===== src/rtl/core_memory_address_decode_regs.vh =====
/*
 * Register offsets, field positions, reset values and fixed limits of the
 * core memory address decode block.
 * Assumes inclusion by bare name from the design file and the test bench.
 */
`ifndef CORE_MEMORY_ADDRESS_DECODE_REGS_VH
`define CORE_MEMORY_ADDRESS_DECODE_REGS_VH

// byte offsets on the register bus
`define OFS_CONTROL         6'h00
`define OFS_INCREMENTER     6'h04
`define OFS_BASE_ONE        6'h08
`define OFS_BASE_TWO        6'h0c
`define OFS_MEM_ADDRESS     6'h10
`define OFS_STATUS          6'h14

// control fields
`define CTL_DATA_CYCLE_BIT  0
`define CTL_USE_BASE_TWO    1
`define CTL_AUTO_ADDRESS_INCREMENTER       2
`define CTL_WIDTH           3
`define CTL_RESET           3'h0

// widths and reset values
`define ADDRESS_INCREMENTER_WIDTH          14
`define ADDRESS_INCREMENTER_RESET          14'h0000
`define BASE_RESET          16'h0000
`define MAR_WIDTH           8
`define MAR_RESET           8'h00

// status fields
`define STS_MODULE_LSB      16
`define STS_LOWER_HALF      19
`define STS_LIMIT_FAULT     20

// highest legal value of shared address lines 1..5
`define ADDRESS_LIMIT       5'h0b

// module size straps: 1 for a full 8K module, 0 for a 4K module
`define MOD1_FULL           1
`define MOD2_FULL           1
`define MOD3_FULL           0

// bus responses
`define RESP_OKAY           2'h0
`define RESP_SLVERR         2'h2

`endif


===== src/rtl/core_memory_address_decode.v =====
/*
 * Core memory address path: processor address registers behind an
 * AXI4-Lite slave, the inverted shared address bus with limit check,
 * the control board module and half decode, and three X/Y boards.
 * Assumes strobe and timing pins come from an external cycle timing
 * generator, asynchronous to CLK_I, and that software keeps the address
 * steady from the strobe through the end of the write half.
 */
`timescale 1ns/10ps
`include "core_memory_address_decode_regs.vh"

module core_memory_address_decode (
    input  wire        CLK_I,
    input  wire        RST_B_I,
    input  wire [5:0]  S_AXI_AWADDR_I,
    input  wire        S_AXI_AWVALID_I,
    output reg         S_AXI_AWREADY_O,
    input  wire [31:0] S_AXI_WDATA_I,
    input  wire [3:0]  S_AXI_WSTRB_I,
    input  wire        S_AXI_WVALID_I,
    output reg         S_AXI_WREADY_O,
    output reg  [1:0]  S_AXI_BRESP_O,
    output reg         S_AXI_BVALID_O,
    input  wire        S_AXI_BREADY_I,
    input  wire [5:0]  S_AXI_ARADDR_I,
    input  wire        S_AXI_ARVALID_I,
    output reg         S_AXI_ARREADY_O,
    output reg  [31:0] S_AXI_RDATA_O,
    output reg  [1:0]  S_AXI_RRESP_O,
    output reg         S_AXI_RVALID_O,
    input  wire        S_AXI_RREADY_I,
    input  wire        ADDRESS_STROBE_I,
    input  wire        X_DRIVER_READ_TIMING_I,
    input  wire        X_DRIVER_WRITE_TIMING_I,
    input  wire        X_COMMON_READ_TIMING_I,
    input  wire        X_COMMON_WRITE_TIMING_I,
    input  wire        Y_DRIVER_READ_TIMING_I,
    input  wire        Y_DRIVER_WRITE_TIMING_I,
    input  wire        Y_COMMON_READ_TIMING_I,
    input  wire        Y_COMMON_WRITE_TIMING_I,
    output reg  [15:0] SHARED_ADDRESS_LINE_N_O,
    output reg         ADDRESS_LIMIT_FAULT_N_O,
    output reg  [2:0]  MODULE_ADDRESS_STROBE_O,
    output wire [23:0] X_DRIVER_POS_OUT_O,
    output wire [23:0] X_DRIVER_NEG_OUT_O,
    output wire [23:0] X_COMMON_POS_OUT_O,
    output wire [23:0] X_COMMON_NEG_OUT_O,
    output wire [23:0] Y_DRIVER_POS_OUT_O,
    output wire [23:0] Y_DRIVER_NEG_OUT_O,
    output wire [47:0] Y_COMMON_POS_OUT_O,
    output wire [47:0] Y_COMMON_NEG_OUT_O
);
    reg                    rst_meta;
    reg                    rst_n;
    reg [`CTL_WIDTH-1:0]   control;
    reg [`ADDRESS_INCREMENTER_WIDTH-1:0]  address_incrementer;
    reg [15:0]             base_reg_one;
    reg [15:0]             base_reg_two;
    reg [`MAR_WIDTH-1:0]   mem_address_reg;
    reg                    aw_held;
    reg                    w_held;
    reg [5:0]              aw_addr;
    reg [31:0]             w_data;
    reg [3:0]              w_strb;
    reg                    strobe_d;
    reg [2:0]              module_select;
    reg                    lower_half;
    reg [31:0]             read_word;
    reg                    read_ok;
    reg                    write_ok;
    reg [15:0]             next_address;
    wire                   data_cycle_select;
    wire [15:0]            address_register_bus;
    wire [15:0]            base_sel;
    wire [8:0]             pins_sync;
    wire                   strobe_sync;
    wire                   strobe_rise;
    wire [15:0]            line_true;
    wire [2:0]             module_decode;
    wire [31:0]            merged;
    wire                   do_write;

    // release of the async reset is made synchronous to CLK_I
    always @(posedge CLK_I or negedge RST_B_I) begin
        if (!RST_B_I) begin
            rst_meta <= 1'b0;
            rst_n    <= 1'b0;
        end else begin
            rst_meta <= 1'b1;
            rst_n    <= rst_meta;
        end
    end

    sync_bits #(
        .WIDTH (9)
    ) u_pin_sync (
        .clk_i   (CLK_I),
        .rst_n_i (rst_n),
        .d_i     ({ADDRESS_STROBE_I,
                   X_DRIVER_READ_TIMING_I, X_DRIVER_WRITE_TIMING_I,
                   X_COMMON_READ_TIMING_I, X_COMMON_WRITE_TIMING_I,
                   Y_DRIVER_READ_TIMING_I, Y_DRIVER_WRITE_TIMING_I,
                   Y_COMMON_READ_TIMING_I, Y_COMMON_WRITE_TIMING_I}),
        .q_o     (pins_sync)
    );

    assign strobe_sync = pins_sync[8];
    assign strobe_rise = strobe_sync & ~strobe_d;

    // register bus slave: address and data may arrive in either order
    assign do_write = aw_held & w_held & ~S_AXI_BVALID_O;
    assign merged   = {w_strb[3] ? w_data[31:24] : read_word_w(aw_addr, 3),
                       w_strb[2] ? w_data[23:16] : read_word_w(aw_addr, 2),
                       w_strb[1] ? w_data[15:8]  : read_word_w(aw_addr, 1),
                       w_strb[0] ? w_data[7:0]   : read_word_w(aw_addr, 0)};

    function [7:0] read_word_w;
        input [5:0] ofs;
        input integer lane;
        reg   [31:0] word;
        begin
            word = 32'h0000_0000;
            case (ofs)
                `OFS_CONTROL:     word = {29'h0, control};
                `OFS_INCREMENTER: word = {18'h0, address_incrementer};
                `OFS_BASE_ONE:    word = {16'h0, base_reg_one};
                `OFS_BASE_TWO:    word = {16'h0, base_reg_two};
                `OFS_MEM_ADDRESS: word = {24'h0, mem_address_reg};
                default:          word = 32'h0000_0000;
            endcase
            read_word_w = word[lane*8 +: 8];
        end
    endfunction

    always @* begin
        write_ok = 1'b1;
        case (aw_addr)
            `OFS_CONTROL:     write_ok = 1'b1;
            `OFS_INCREMENTER: write_ok = 1'b1;
            `OFS_BASE_ONE:    write_ok = 1'b1;
            `OFS_BASE_TWO:    write_ok = 1'b1;
            `OFS_MEM_ADDRESS: write_ok = 1'b1;
            `OFS_STATUS:      write_ok = 1'b1;
            default:          write_ok = 1'b0;
        endcase
    end

    always @* begin
        read_ok   = 1'b1;
        read_word = 32'h0000_0000;
        case (S_AXI_ARADDR_I)
            `OFS_CONTROL:     read_word = {29'h0, control};
            `OFS_INCREMENTER: read_word = {18'h0, address_incrementer};
            `OFS_BASE_ONE:    read_word = {16'h0, base_reg_one};
            `OFS_BASE_TWO:    read_word = {16'h0, base_reg_two};
            `OFS_MEM_ADDRESS: read_word = {24'h0, mem_address_reg};
            `OFS_STATUS: begin
                read_word[15:0] = line_true;
                read_word[`STS_MODULE_LSB +: 3] = module_select;
                read_word[`STS_LOWER_HALF]  = lower_half;
                read_word[`STS_LIMIT_FAULT] = ~ADDRESS_LIMIT_FAULT_N_O;
            end
            default:          read_ok = 1'b0;
        endcase
    end

    always @(posedge CLK_I or negedge rst_n) begin
        if (!rst_n) begin
            S_AXI_AWREADY_O <= 1'b1;
            S_AXI_WREADY_O  <= 1'b1;
            S_AXI_BVALID_O  <= 1'b0;
            S_AXI_BRESP_O   <= `RESP_OKAY;
            S_AXI_ARREADY_O <= 1'b1;
            S_AXI_RVALID_O  <= 1'b0;
            S_AXI_RDATA_O   <= 32'h0000_0000;
            S_AXI_RRESP_O   <= `RESP_OKAY;
            aw_held         <= 1'b0;
            w_held          <= 1'b0;
            aw_addr         <= 6'h00;
            w_data          <= 32'h0000_0000;
            w_strb          <= 4'h0;
        end else begin
            if (S_AXI_AWVALID_I && S_AXI_AWREADY_O) begin
                aw_held         <= 1'b1;
                aw_addr         <= {S_AXI_AWADDR_I[5:2], 2'b00};
                S_AXI_AWREADY_O <= 1'b0;
            end
            if (S_AXI_WVALID_I && S_AXI_WREADY_O) begin
                w_held         <= 1'b1;
                w_data         <= S_AXI_WDATA_I;
                w_strb         <= S_AXI_WSTRB_I;
                S_AXI_WREADY_O <= 1'b0;
            end
            if (do_write) begin
                aw_held        <= 1'b0;
                w_held         <= 1'b0;
                S_AXI_BVALID_O <= 1'b1;
                S_AXI_BRESP_O  <= write_ok ? `RESP_OKAY : `RESP_SLVERR;
            end
            if (S_AXI_BVALID_O && S_AXI_BREADY_I) begin
                S_AXI_BVALID_O  <= 1'b0;
                S_AXI_AWREADY_O <= 1'b1;
                S_AXI_WREADY_O  <= 1'b1;
            end
            if (S_AXI_ARVALID_I && S_AXI_ARREADY_O) begin
                S_AXI_ARREADY_O <= 1'b0;
                S_AXI_RVALID_O  <= 1'b1;
                S_AXI_RDATA_O   <= read_word;
                S_AXI_RRESP_O   <= read_ok ? `RESP_OKAY : `RESP_SLVERR;
            end
            if (S_AXI_RVALID_O && S_AXI_RREADY_I) begin
                S_AXI_RVALID_O  <= 1'b0;
                S_AXI_ARREADY_O <= 1'b1;
            end
        end
    end

    // address registers; a software write to the incrementer beats a step
    always @(posedge CLK_I or negedge rst_n) begin
        if (!rst_n) begin
            control             <= `CTL_RESET;
            address_incrementer <= `ADDRESS_INCREMENTER_RESET;
            base_reg_one        <= `BASE_RESET;
            base_reg_two        <= `BASE_RESET;
            mem_address_reg     <= `MAR_RESET;
        end else begin
            if (do_write && aw_addr == `OFS_CONTROL) begin
                control <= merged[`CTL_WIDTH-1:0];
            end
            if (do_write && aw_addr == `OFS_INCREMENTER) begin
                address_incrementer <= merged[`ADDRESS_INCREMENTER_WIDTH-1:0];
            end else if (strobe_rise && control[`CTL_AUTO_ADDRESS_INCREMENTER] &&
                         !data_cycle_select) begin
                address_incrementer <= address_incrementer +
                                       {{(`ADDRESS_INCREMENTER_WIDTH-1){1'b0}}, 1'b1};
            end
            if (do_write && aw_addr == `OFS_BASE_ONE) begin
                base_reg_one <= merged[15:0];
            end
            if (do_write && aw_addr == `OFS_BASE_TWO) begin
                base_reg_two <= merged[15:0];
            end
            if (do_write && aw_addr == `OFS_MEM_ADDRESS) begin
                mem_address_reg <= merged[`MAR_WIDTH-1:0];
            end
        end
    end

    assign data_cycle_select = control[`CTL_DATA_CYCLE_BIT];
    assign base_sel = control[`CTL_USE_BASE_TWO] ? base_reg_two
                                                 : base_reg_one;
    // low bit of the address register lands on line 16
    assign address_register_bus = base_sel +
        {{(16-`MAR_WIDTH){1'b0}}, mem_address_reg};

    // bit k of next_address is shared line 16-k
    always @* begin
        if (data_cycle_select) begin
            next_address = address_register_bus;
        end else begin
            next_address = {2'b00, address_incrementer};
        end
    end

    assign line_true = ~SHARED_ADDRESS_LINE_N_O;

    // control board: inverted lines 2 and 3 name the module
    assign module_decode[0] = ~line_true[14] & ~line_true[13];
    assign module_decode[1] = ~line_true[14] &  line_true[13];
    assign module_decode[2] =  line_true[14] & ~line_true[13];

    always @(posedge CLK_I or negedge rst_n) begin
        if (!rst_n) begin
            SHARED_ADDRESS_LINE_N_O <= 16'hffff;
            ADDRESS_LIMIT_FAULT_N_O <= 1'b1;
            MODULE_ADDRESS_STROBE_O <= 3'h0;
            strobe_d                <= 1'b0;
            module_select           <= 3'h0;
            lower_half              <= 1'b0;
        end else begin
            strobe_d <= strobe_sync;
            SHARED_ADDRESS_LINE_N_O <= ~next_address;
            ADDRESS_LIMIT_FAULT_N_O <=
                ~(line_true[15:11] > `ADDRESS_LIMIT);
            // line 1 is ignored by the control board
            MODULE_ADDRESS_STROBE_O <= module_decode &
                                       {3{strobe_rise}};
            if (strobe_rise) begin
                module_select <= module_decode;
                lower_half    <= ~line_true[12];
            end
        end
    end

    genvar m;
    generate
        for (m = 0; m < 3; m = m + 1) begin : g_module
            wire sel;
            assign sel = module_select[m];
            xy_address_board #(
                .FULL_SIZE (m == 0 ? `MOD1_FULL :
                            m == 1 ? `MOD2_FULL : `MOD3_FULL)
            ) u_board (
                .clk_i        (CLK_I),
                .rst_n_i      (rst_n),
                .strobe_i     (MODULE_ADDRESS_STROBE_O[m]),
                .lines_n_i    (SHARED_ADDRESS_LINE_N_O[11:0]),
                .xd_rd_i      (sel & pins_sync[7]),
                .xd_wr_i      (sel & pins_sync[6]),
                .xc_rd_i      (sel & pins_sync[5]),
                .xc_wr_i      (sel & pins_sync[4]),
                .yd_rd_i      (sel & pins_sync[3]),
                .yd_wr_i      (sel & pins_sync[2]),
                .yc_half_rd_i (sel & lower_half & pins_sync[1]),
                .yc_half_wr_i (sel & lower_half & pins_sync[0]),
                .yc_full_rd_i (sel & ~lower_half & pins_sync[1]),
                .yc_full_wr_i (sel & ~lower_half & pins_sync[0]),
                .x_drv_pos_o  (X_DRIVER_POS_OUT_O[m*8 +: 8]),
                .x_drv_neg_o  (X_DRIVER_NEG_OUT_O[m*8 +: 8]),
                .x_com_pos_o  (X_COMMON_POS_OUT_O[m*8 +: 8]),
                .x_com_neg_o  (X_COMMON_NEG_OUT_O[m*8 +: 8]),
                .y_drv_pos_o  (Y_DRIVER_POS_OUT_O[m*8 +: 8]),
                .y_drv_neg_o  (Y_DRIVER_NEG_OUT_O[m*8 +: 8]),
                .y_com_pos_o  (Y_COMMON_POS_OUT_O[m*16 +: 16]),
                .y_com_neg_o  (Y_COMMON_NEG_OUT_O[m*16 +: 16])
            );
        end
    endgenerate
endmodule // core_memory_address_decode


===== src/rtl/sync_bits.v =====
/*
 * Two-flop synchroniser for a vector of independent level signals.
 * Assumes each bit is a slow level; no bit pairing across the vector.
 */
`timescale 1ns/10ps
module sync_bits #(
    parameter WIDTH = 1
) (
    input  wire             clk_i,
    input  wire             rst_n_i,
    input  wire [WIDTH-1:0] d_i,
    output wire [WIDTH-1:0] q_o
);
    reg [WIDTH-1:0] meta;
    reg [WIDTH-1:0] stable;

    always @(posedge clk_i or negedge rst_n_i) begin
        if (!rst_n_i) begin
            meta   <= {WIDTH{1'b0}};
            stable <= {WIDTH{1'b0}};
        end else begin
            meta   <= d_i;
            stable <= meta;
        end
    end

    assign q_o = stable;
endmodule // sync_bits


===== src/rtl/xy_address_board.v =====
/*
 * X/Y address board of one core module: address latches and the octal
 * decode of driver and common switch selects with read/write polarity.
 * Assumes timing inputs are already gated to this module only.
 */
`timescale 1ns/10ps
module xy_address_board #(
    parameter FULL_SIZE = 1
) (
    input  wire        clk_i,
    input  wire        rst_n_i,
    input  wire        strobe_i,
    input  wire [11:0] lines_n_i,
    input  wire        xd_rd_i,
    input  wire        xd_wr_i,
    input  wire        xc_rd_i,
    input  wire        xc_wr_i,
    input  wire        yd_rd_i,
    input  wire        yd_wr_i,
    input  wire        yc_half_rd_i,
    input  wire        yc_half_wr_i,
    input  wire        yc_full_rd_i,
    input  wire        yc_full_wr_i,
    output reg  [7:0]  x_drv_pos_o,
    output reg  [7:0]  x_drv_neg_o,
    output reg  [7:0]  x_com_pos_o,
    output reg  [7:0]  x_com_neg_o,
    output reg  [7:0]  y_drv_pos_o,
    output reg  [7:0]  y_drv_neg_o,
    output reg  [15:0] y_com_pos_o,
    output reg  [15:0] y_com_neg_o
);
    // latch[11] is line 5 ... latch[0] is line 16, held as true levels
    reg  [11:0] latch;
    wire [7:0]  x_com_sel;
    wire [7:0]  x_drv_sel;
    wire [7:0]  y_drv_sel;
    wire [7:0]  y_com_sel;
    wire [15:0] y_com_en;

    always @(posedge clk_i or negedge rst_n_i) begin
        if (!rst_n_i) begin
            latch <= 12'h000;
        end else if (strobe_i) begin
            latch <= ~lines_n_i;
        end
    end

    // decode works on the latch complement, so all-true lines pick switch 0
    assign x_com_sel = 8'h01 << (~latch[5:3]);
    assign x_drv_sel = 8'h01 << (~latch[2:0]);
    assign y_drv_sel = 8'h01 << (~latch[8:6]);
    assign y_com_sel = 8'h01 << (~latch[11:9]);

    // a 4K board has no upper common switches fitted
    assign y_com_en = FULL_SIZE ? {y_com_sel, y_com_sel}
                                : {8'h00, y_com_sel};

    // 64 X lines times 128 Y lines give 8192 words per full-size module; a 4K board has 64 Y lines
    always @(posedge clk_i or negedge rst_n_i) begin
        if (!rst_n_i) begin
            x_drv_pos_o <= 8'h00;
            x_drv_neg_o <= 8'h00;
            x_com_pos_o <= 8'h00;
            x_com_neg_o <= 8'h00;
            y_drv_pos_o <= 8'h00;
            y_drv_neg_o <= 8'h00;
            y_com_pos_o <= 16'h0000;
            y_com_neg_o <= 16'h0000;
        end else begin
            x_drv_pos_o <= x_drv_sel & {8{xd_rd_i}};
            x_com_neg_o <= x_com_sel & {8{xc_rd_i}};
            x_drv_neg_o <= x_drv_sel & {8{xd_wr_i}};
            x_com_pos_o <= x_com_sel & {8{xc_wr_i}};
            y_drv_neg_o <= y_drv_sel & {8{yd_rd_i}};
            y_drv_pos_o <= y_drv_sel & {8{yd_wr_i}};
            y_com_pos_o <= y_com_en & {{8{yc_full_rd_i}},
                                       {8{yc_half_rd_i}}};
            y_com_neg_o <= y_com_en & {{8{yc_full_wr_i}},
                                       {8{yc_half_wr_i}}};
        end
    end
endmodule // xy_address_board


===== config.mk =====
export PLATFORM = sky130hd
export DESIGN_NAME = core_memory_address_decode
export DESIGN_NICKNAME = d
export VERILOG_FILES = /design/src/rtl/core_memory_address_decode.v /design/src/rtl/sync_bits.v /design/src/rtl/xy_address_board.v
export VERILOG_INCLUDE_DIRS = /design/src /design/src/rtl
export SDC_FILE = /design/constraint.sdc
export NUM_CORES = 1
export LEC_CHECK = 0
export BUFFER_PORTS_ARGS = -buffer_cell sky130_fd_sc_hd__buf_2
export CAP_MARGIN = 30
export CORE_ASPECT_RATIO = 1.75
export CORE_UTILIZATION = 48
export DETAILED_ROUTE_END_ITERATION = 10
export GPL_TIMING_DRIVEN = 0
export PLACE_DENSITY = 0.79
export SYNTH_ARGS = -nofsm -noshare
export SYNTH_HDL_FRONTEND = slang
export SYNTH_HIERARCHICAL = 1
export SYNTH_SLANG_ARGS = --single-unit

===== constraint.sdc =====
create_clock -name CLK_I -period 17 [get_ports CLK_I]
set_clock_uncertainty 0.15 [all_clocks]
set_input_delay 0.85 -clock CLK_I [delete_from_list [all_inputs] [get_ports CLK_I]]
set_output_delay 0.85 -clock CLK_I [all_outputs]
set_load 0.02 [all_outputs]

**Yosys cells after proc, flatten, opt, wreduce, memory -nomap -nowiden**

Index checks and enable logic that the tools add are counted.

- Bits in registers: 432
- Input port bits: 64
- Output and inout bits: 301

- Add/subtract/negate cells: 2
- Order comparisons: 1
- Eq/ne operators: 10
- Shifts and indexed selects: 12
- Muxes and demuxes: 26
- Bitwise operators: 90
- Reduce and logical (&&, ||, !) cells: 24

Operators with widths:

| operator | count |
|---|---|
| $and A8 B8 Y8 | 18 |
| $pmux W21 S6 | 1 |
| $shl A1 B3 Y8 const A | 12 |
| $pmux W16 S5 | 1 |
| $and A16 B16 Y16 | 4 |
| $and A1 B1 Y1 | 42 |
| $not A3 Y3 | 12 |
| $and A8 B16 Y16 | 2 |
| $mux W16 | 2 |
| $not A16 Y16 | 2 |
| $mux W14 | 2 |
| $add A16 B8 Y16 | 1 |
| $mux W1 | 16 |
| $mux W8 | 2 |
| $add A14 B1 Y14 const B | 1 |
| $reduce_bool A2 Y1 | 7 |
| $eq A6 B4 Y1 const B | 2 |
| $eq A6 B5 Y1 const B | 2 |
| $logic_and A1 B1 Y1 | 12 |
| $logic_not A6 Y1 | 2 |
| $not A12 Y12 | 1 |
| $reduce_or A6 Y1 | 2 |
| $eq A4 B2 Y1 const B | 2 |
| $eq A4 B3 Y1 const B | 2 |
| other kinds (7) | 15 |

**Depth between registers and ports, before layout**

- Depth in word-level cells: 6
- Gate-level depth with buffers: 11
- Gate-level depth less buffers: 8

**Hierarchy**

The synthesis kept the hierarchy.

By module, submodules not included:

| module | instances | cells each | area an instance (um^2) |
|---|---|---|---|
| core_memory_address_decode | 1 | 717 | 7,253.2 |
| xy_address_board (g_module[0].u_board ...) | 2 | 237 | 2,951.6 |
| xy_address_board (g_module[2].u_board) | 1 | 215 | 2,697.6 |
| sync_bits | 1 | 18 | 450.4 |

**Worst setup path after synthesis**

Ideal clock, no wire load.

- Path type: flip-flop to flip-flop
- Start: register control[1]
- End: register SHARED_ADDRESS_LINE_N_O[12]
- Library setup time: 77 ps
- Data arrival time: 3,235 ps
- Setup slack: 13,538 ps
- Stages on the path, launching flop included: 12
- Period minus slack after synthesis: 3,462 ps
- Path through: dfrtp_1 buf_2 buf_1 buf_1 mux2_2 ha_1 fa_1 a21o_1 a221oi_1 o22a_1 o21ai_0 a31oi_1

- Cells in the longest elaborated chain, start to end: 4

RTL lines:

| what | line | RTL |
|---|---|---|
| from (decl) | core_memory_address_decode.v:55 | `` reg [`CTL_WIDTH-1:0] control; `` |
| from (signal assigned) | core_memory_address_decode.v:221 | `` control <= `CTL_RESET; `` |
| from (signal assigned) | core_memory_address_decode.v:228 | `` control <= merged[`CTL_WIDTH-1:0]; `` |
| $mux W16 | core_memory_address_decode.v:250 | `` assign base_sel = control[`CTL_USE_BASE_TWO] ? base_reg_two `` |
| $add A16 B8 Y16 | core_memory_address_decode.v:253 | `assign address_register_bus = base_sel +` |
| $mux W16 | core_memory_address_decode.v:258 | `if (data_cycle_select) begin` |
| $not A16 Y16 | core_memory_address_decode.v:282 | `SHARED_ADDRESS_LINE_N_O <= ~next_address;` |
| to (signal assigned) | core_memory_address_decode.v:282 |  |
| to (decl) | core_memory_address_decode.v:41 | `output reg [15:0] SHARED_ADDRESS_LINE_N_O,` |

Every way passes these cells.
A chain may end at the register's enable or synchronous reset.

**Worst setup path after layout**

Same ends and word-level chain as after synthesis.

==> flow_summary.ini <==
[setup_path]
end_kind = flip-flop
ff2ff_setup_slack_ns = 12.48
regToRegEndpoint = SHARED_ADDRESS_LINE_N_O[12]$_DFF_PN1_
path_class = flip-flop to flip-flop
cp_max_fo = 10
cp.arrival_ns = 4.83
r2r_cells = 11
crit_required_ns = 17.31
rr_startpoint = control[1]$_DFFE_PN0P_
start_kind = flip-flop

[hold_path]
hold_depth = 0
hold_path_class = flip-flop to flip-flop
min-delay-start = u_pin_sync/meta[4]$_DFF_PN0_
min_to = u_pin_sync/q_o[4]$_DFF_PN0_

[finish]
layout_commonest_cell = dfrtp_1
areaGrowthSynthToFinish_pct = 22.8
final_layout_size_suffix_gt1_frac = 0.291
largestRegisters = g_module.u_board/y_com_neg_o x40, g_module.u_board/y_com_pos_o x40, g_module.u_board/latch x36
fin_util = 0.604
design_area_mm2 = 0.0200
final_cell_mix = dfrtp_1 (393), buf_2 (335), nor2_1 (280), nand2_1 (87), a21oi_1 (78)
nNetsFinal = 1882

[timing]
fin_crit_sh = 0.266
hold_viol = 0
slew_headroom = 0.439
maxSlewViolCount = 0
hold_slack_ns = 0.199
fin_setup_tns_ns = 0
grt_setup_unrepaired = no
fmax_mhz = 221
period_needed_ns = 4.52
worst-slew-pin-transition_ns = 0.842
setup_viol = 0

[clock_network]
clock-sinks = 414
cts_root_buf = clkbuf_16
post-cts-setup-buffers = 0
ctsHoldBuffers = 1
htree_num_levels = 2
cts_tree = yes
cts_buffers = 37
cts.clk_slew.worst_paths_ns = 0.07
clockBufferDepth = 3
clock_latency_ns = 0.53
cts.repair.resized = 0

[global_routing]
grt-ovfl-total = 0
grt_pass1_wl_um = 66800
grt.total_usage = 0.255
grt_max_degree = 74
antenna_found_initial = 5
grt_pass1_vias = 12300

[drt]
drt-pass1-iter-count = 7
wl_per_cell_um = 19.1
dr_total_vias = 12100
drt_iter0_drc = 763
drt_wl_total_um = 43700
drtAntennaViolNets = 0
drc = 0
via_per_inst = 5.29

[synth]
yosys_warnings = 6
synthesis.area_mm2 = 0.0163
netlist_instances = 1422
syn_area_per_cell_um2 = 11.5

[die]
die_width_um = 141
start_util = 0.492
dieArea_mm2 = 0.0347
dieHeight_um = 246
io_pins = 365
num_rows = 88
core-area_mm2 = 0.0331

[power]
vdd_drop_max_mv = 0.150
p_total_mw = 3.17
power_leakage_nw = 9.98
power_density_mw_per_mm2 = 159

[placed_design]
gp_congestion = 0.940
io_buffer_count = 313
dpl.hpwl_um = 33200
place_area_mm2 = 0.0187

[job]
max_cap_viol_count = 0

[outcome]
status = complete, no violations
==> through the flow <==
step | instances | setup slack [ns]
2_1_floorplan | 1449 | 4.49
3_5_place_dp | 2218 | 12.53
4_1_cts | 2286 | 12.52
6_report | 2290 | 12.48
3_3_place_gp | 2212 | 1.13
5_1_grt | 2290 | 12.33
==> worst max-delay path by stage <==
stage | from | endpoint | slack, ns
after floorplan | rst_n$_DFF_PN0_ | MODULE_ADDRESS_STROBE_O[0]$_DFF_PN0_ | 4.49
after detailed placement | control[1]$_DFFE_PN0P_ | SHARED_ADDRESS_LINE_N_O[12]$_DFF_PN1_ | 12.53
after global placement | rst_n$_DFF_PN0_ | g_module[0].u_board/y_drv_pos_o[4]$_DFF_PN0_ | 1.13
after global routing | control[1]$_DFFE_PN0P_ | SHARED_ADDRESS_LINE_N_O[12]$_DFF_PN1_ | 12.33
final | control[1]$_DFFE_PN0P_ | SHARED_ADDRESS_LINE_N_O[12]$_DFF_PN1_ | 12.48
after CTS | control[1]$_DFFE_PN0P_ | SHARED_ADDRESS_LINE_N_O[12]$_DFF_PN1_ | 12.52
==> layout make-up <==
class / instances / area (um2)
fillers: 2622 / 13100
flip-flops and latches: 414 / 10400
multi-input cells: 934 / 5430
repair buffers: 320 / 1730
clock buffers: 49 / 1080
well taps: 450 / 563
plain buffers: 92 / 542
clock inverters: 18 / 218
inverters: 9 / 33.8
diodes: 4 / 10.0
==> critical path, cell delays in order (launching register included) <==
cell,delay (ns)
dfrtp_1,0.36
buf_2,0.29
buf_1,0.52
buf_1,0.55
mux2_2,0.42
ha_1,0.23
fa_1,0.41
a21o_1,0.19
a221oi_1,0.68
o22a_1,0.36
o21ai_0,0.11
a31oi_1,0.17
==> report_power, final <==
part,total [mW],switching (mW),internal [mW]
clock,0.878,0.365,0.513
sequential,1.43,0.243,1.19
combinational,0.867,0.526,0.341
==> layer usage <==
metal  GRT usage  up-vias  wire (um)
li1            -     5559          -
met1       0.256     5946      14700
met2       0.480      456      24000
met3      0.0277      160       1780
met4       0.185        2       3200
met5           0        -          9
Note: power is estimated with default switching activity, not from simulation.
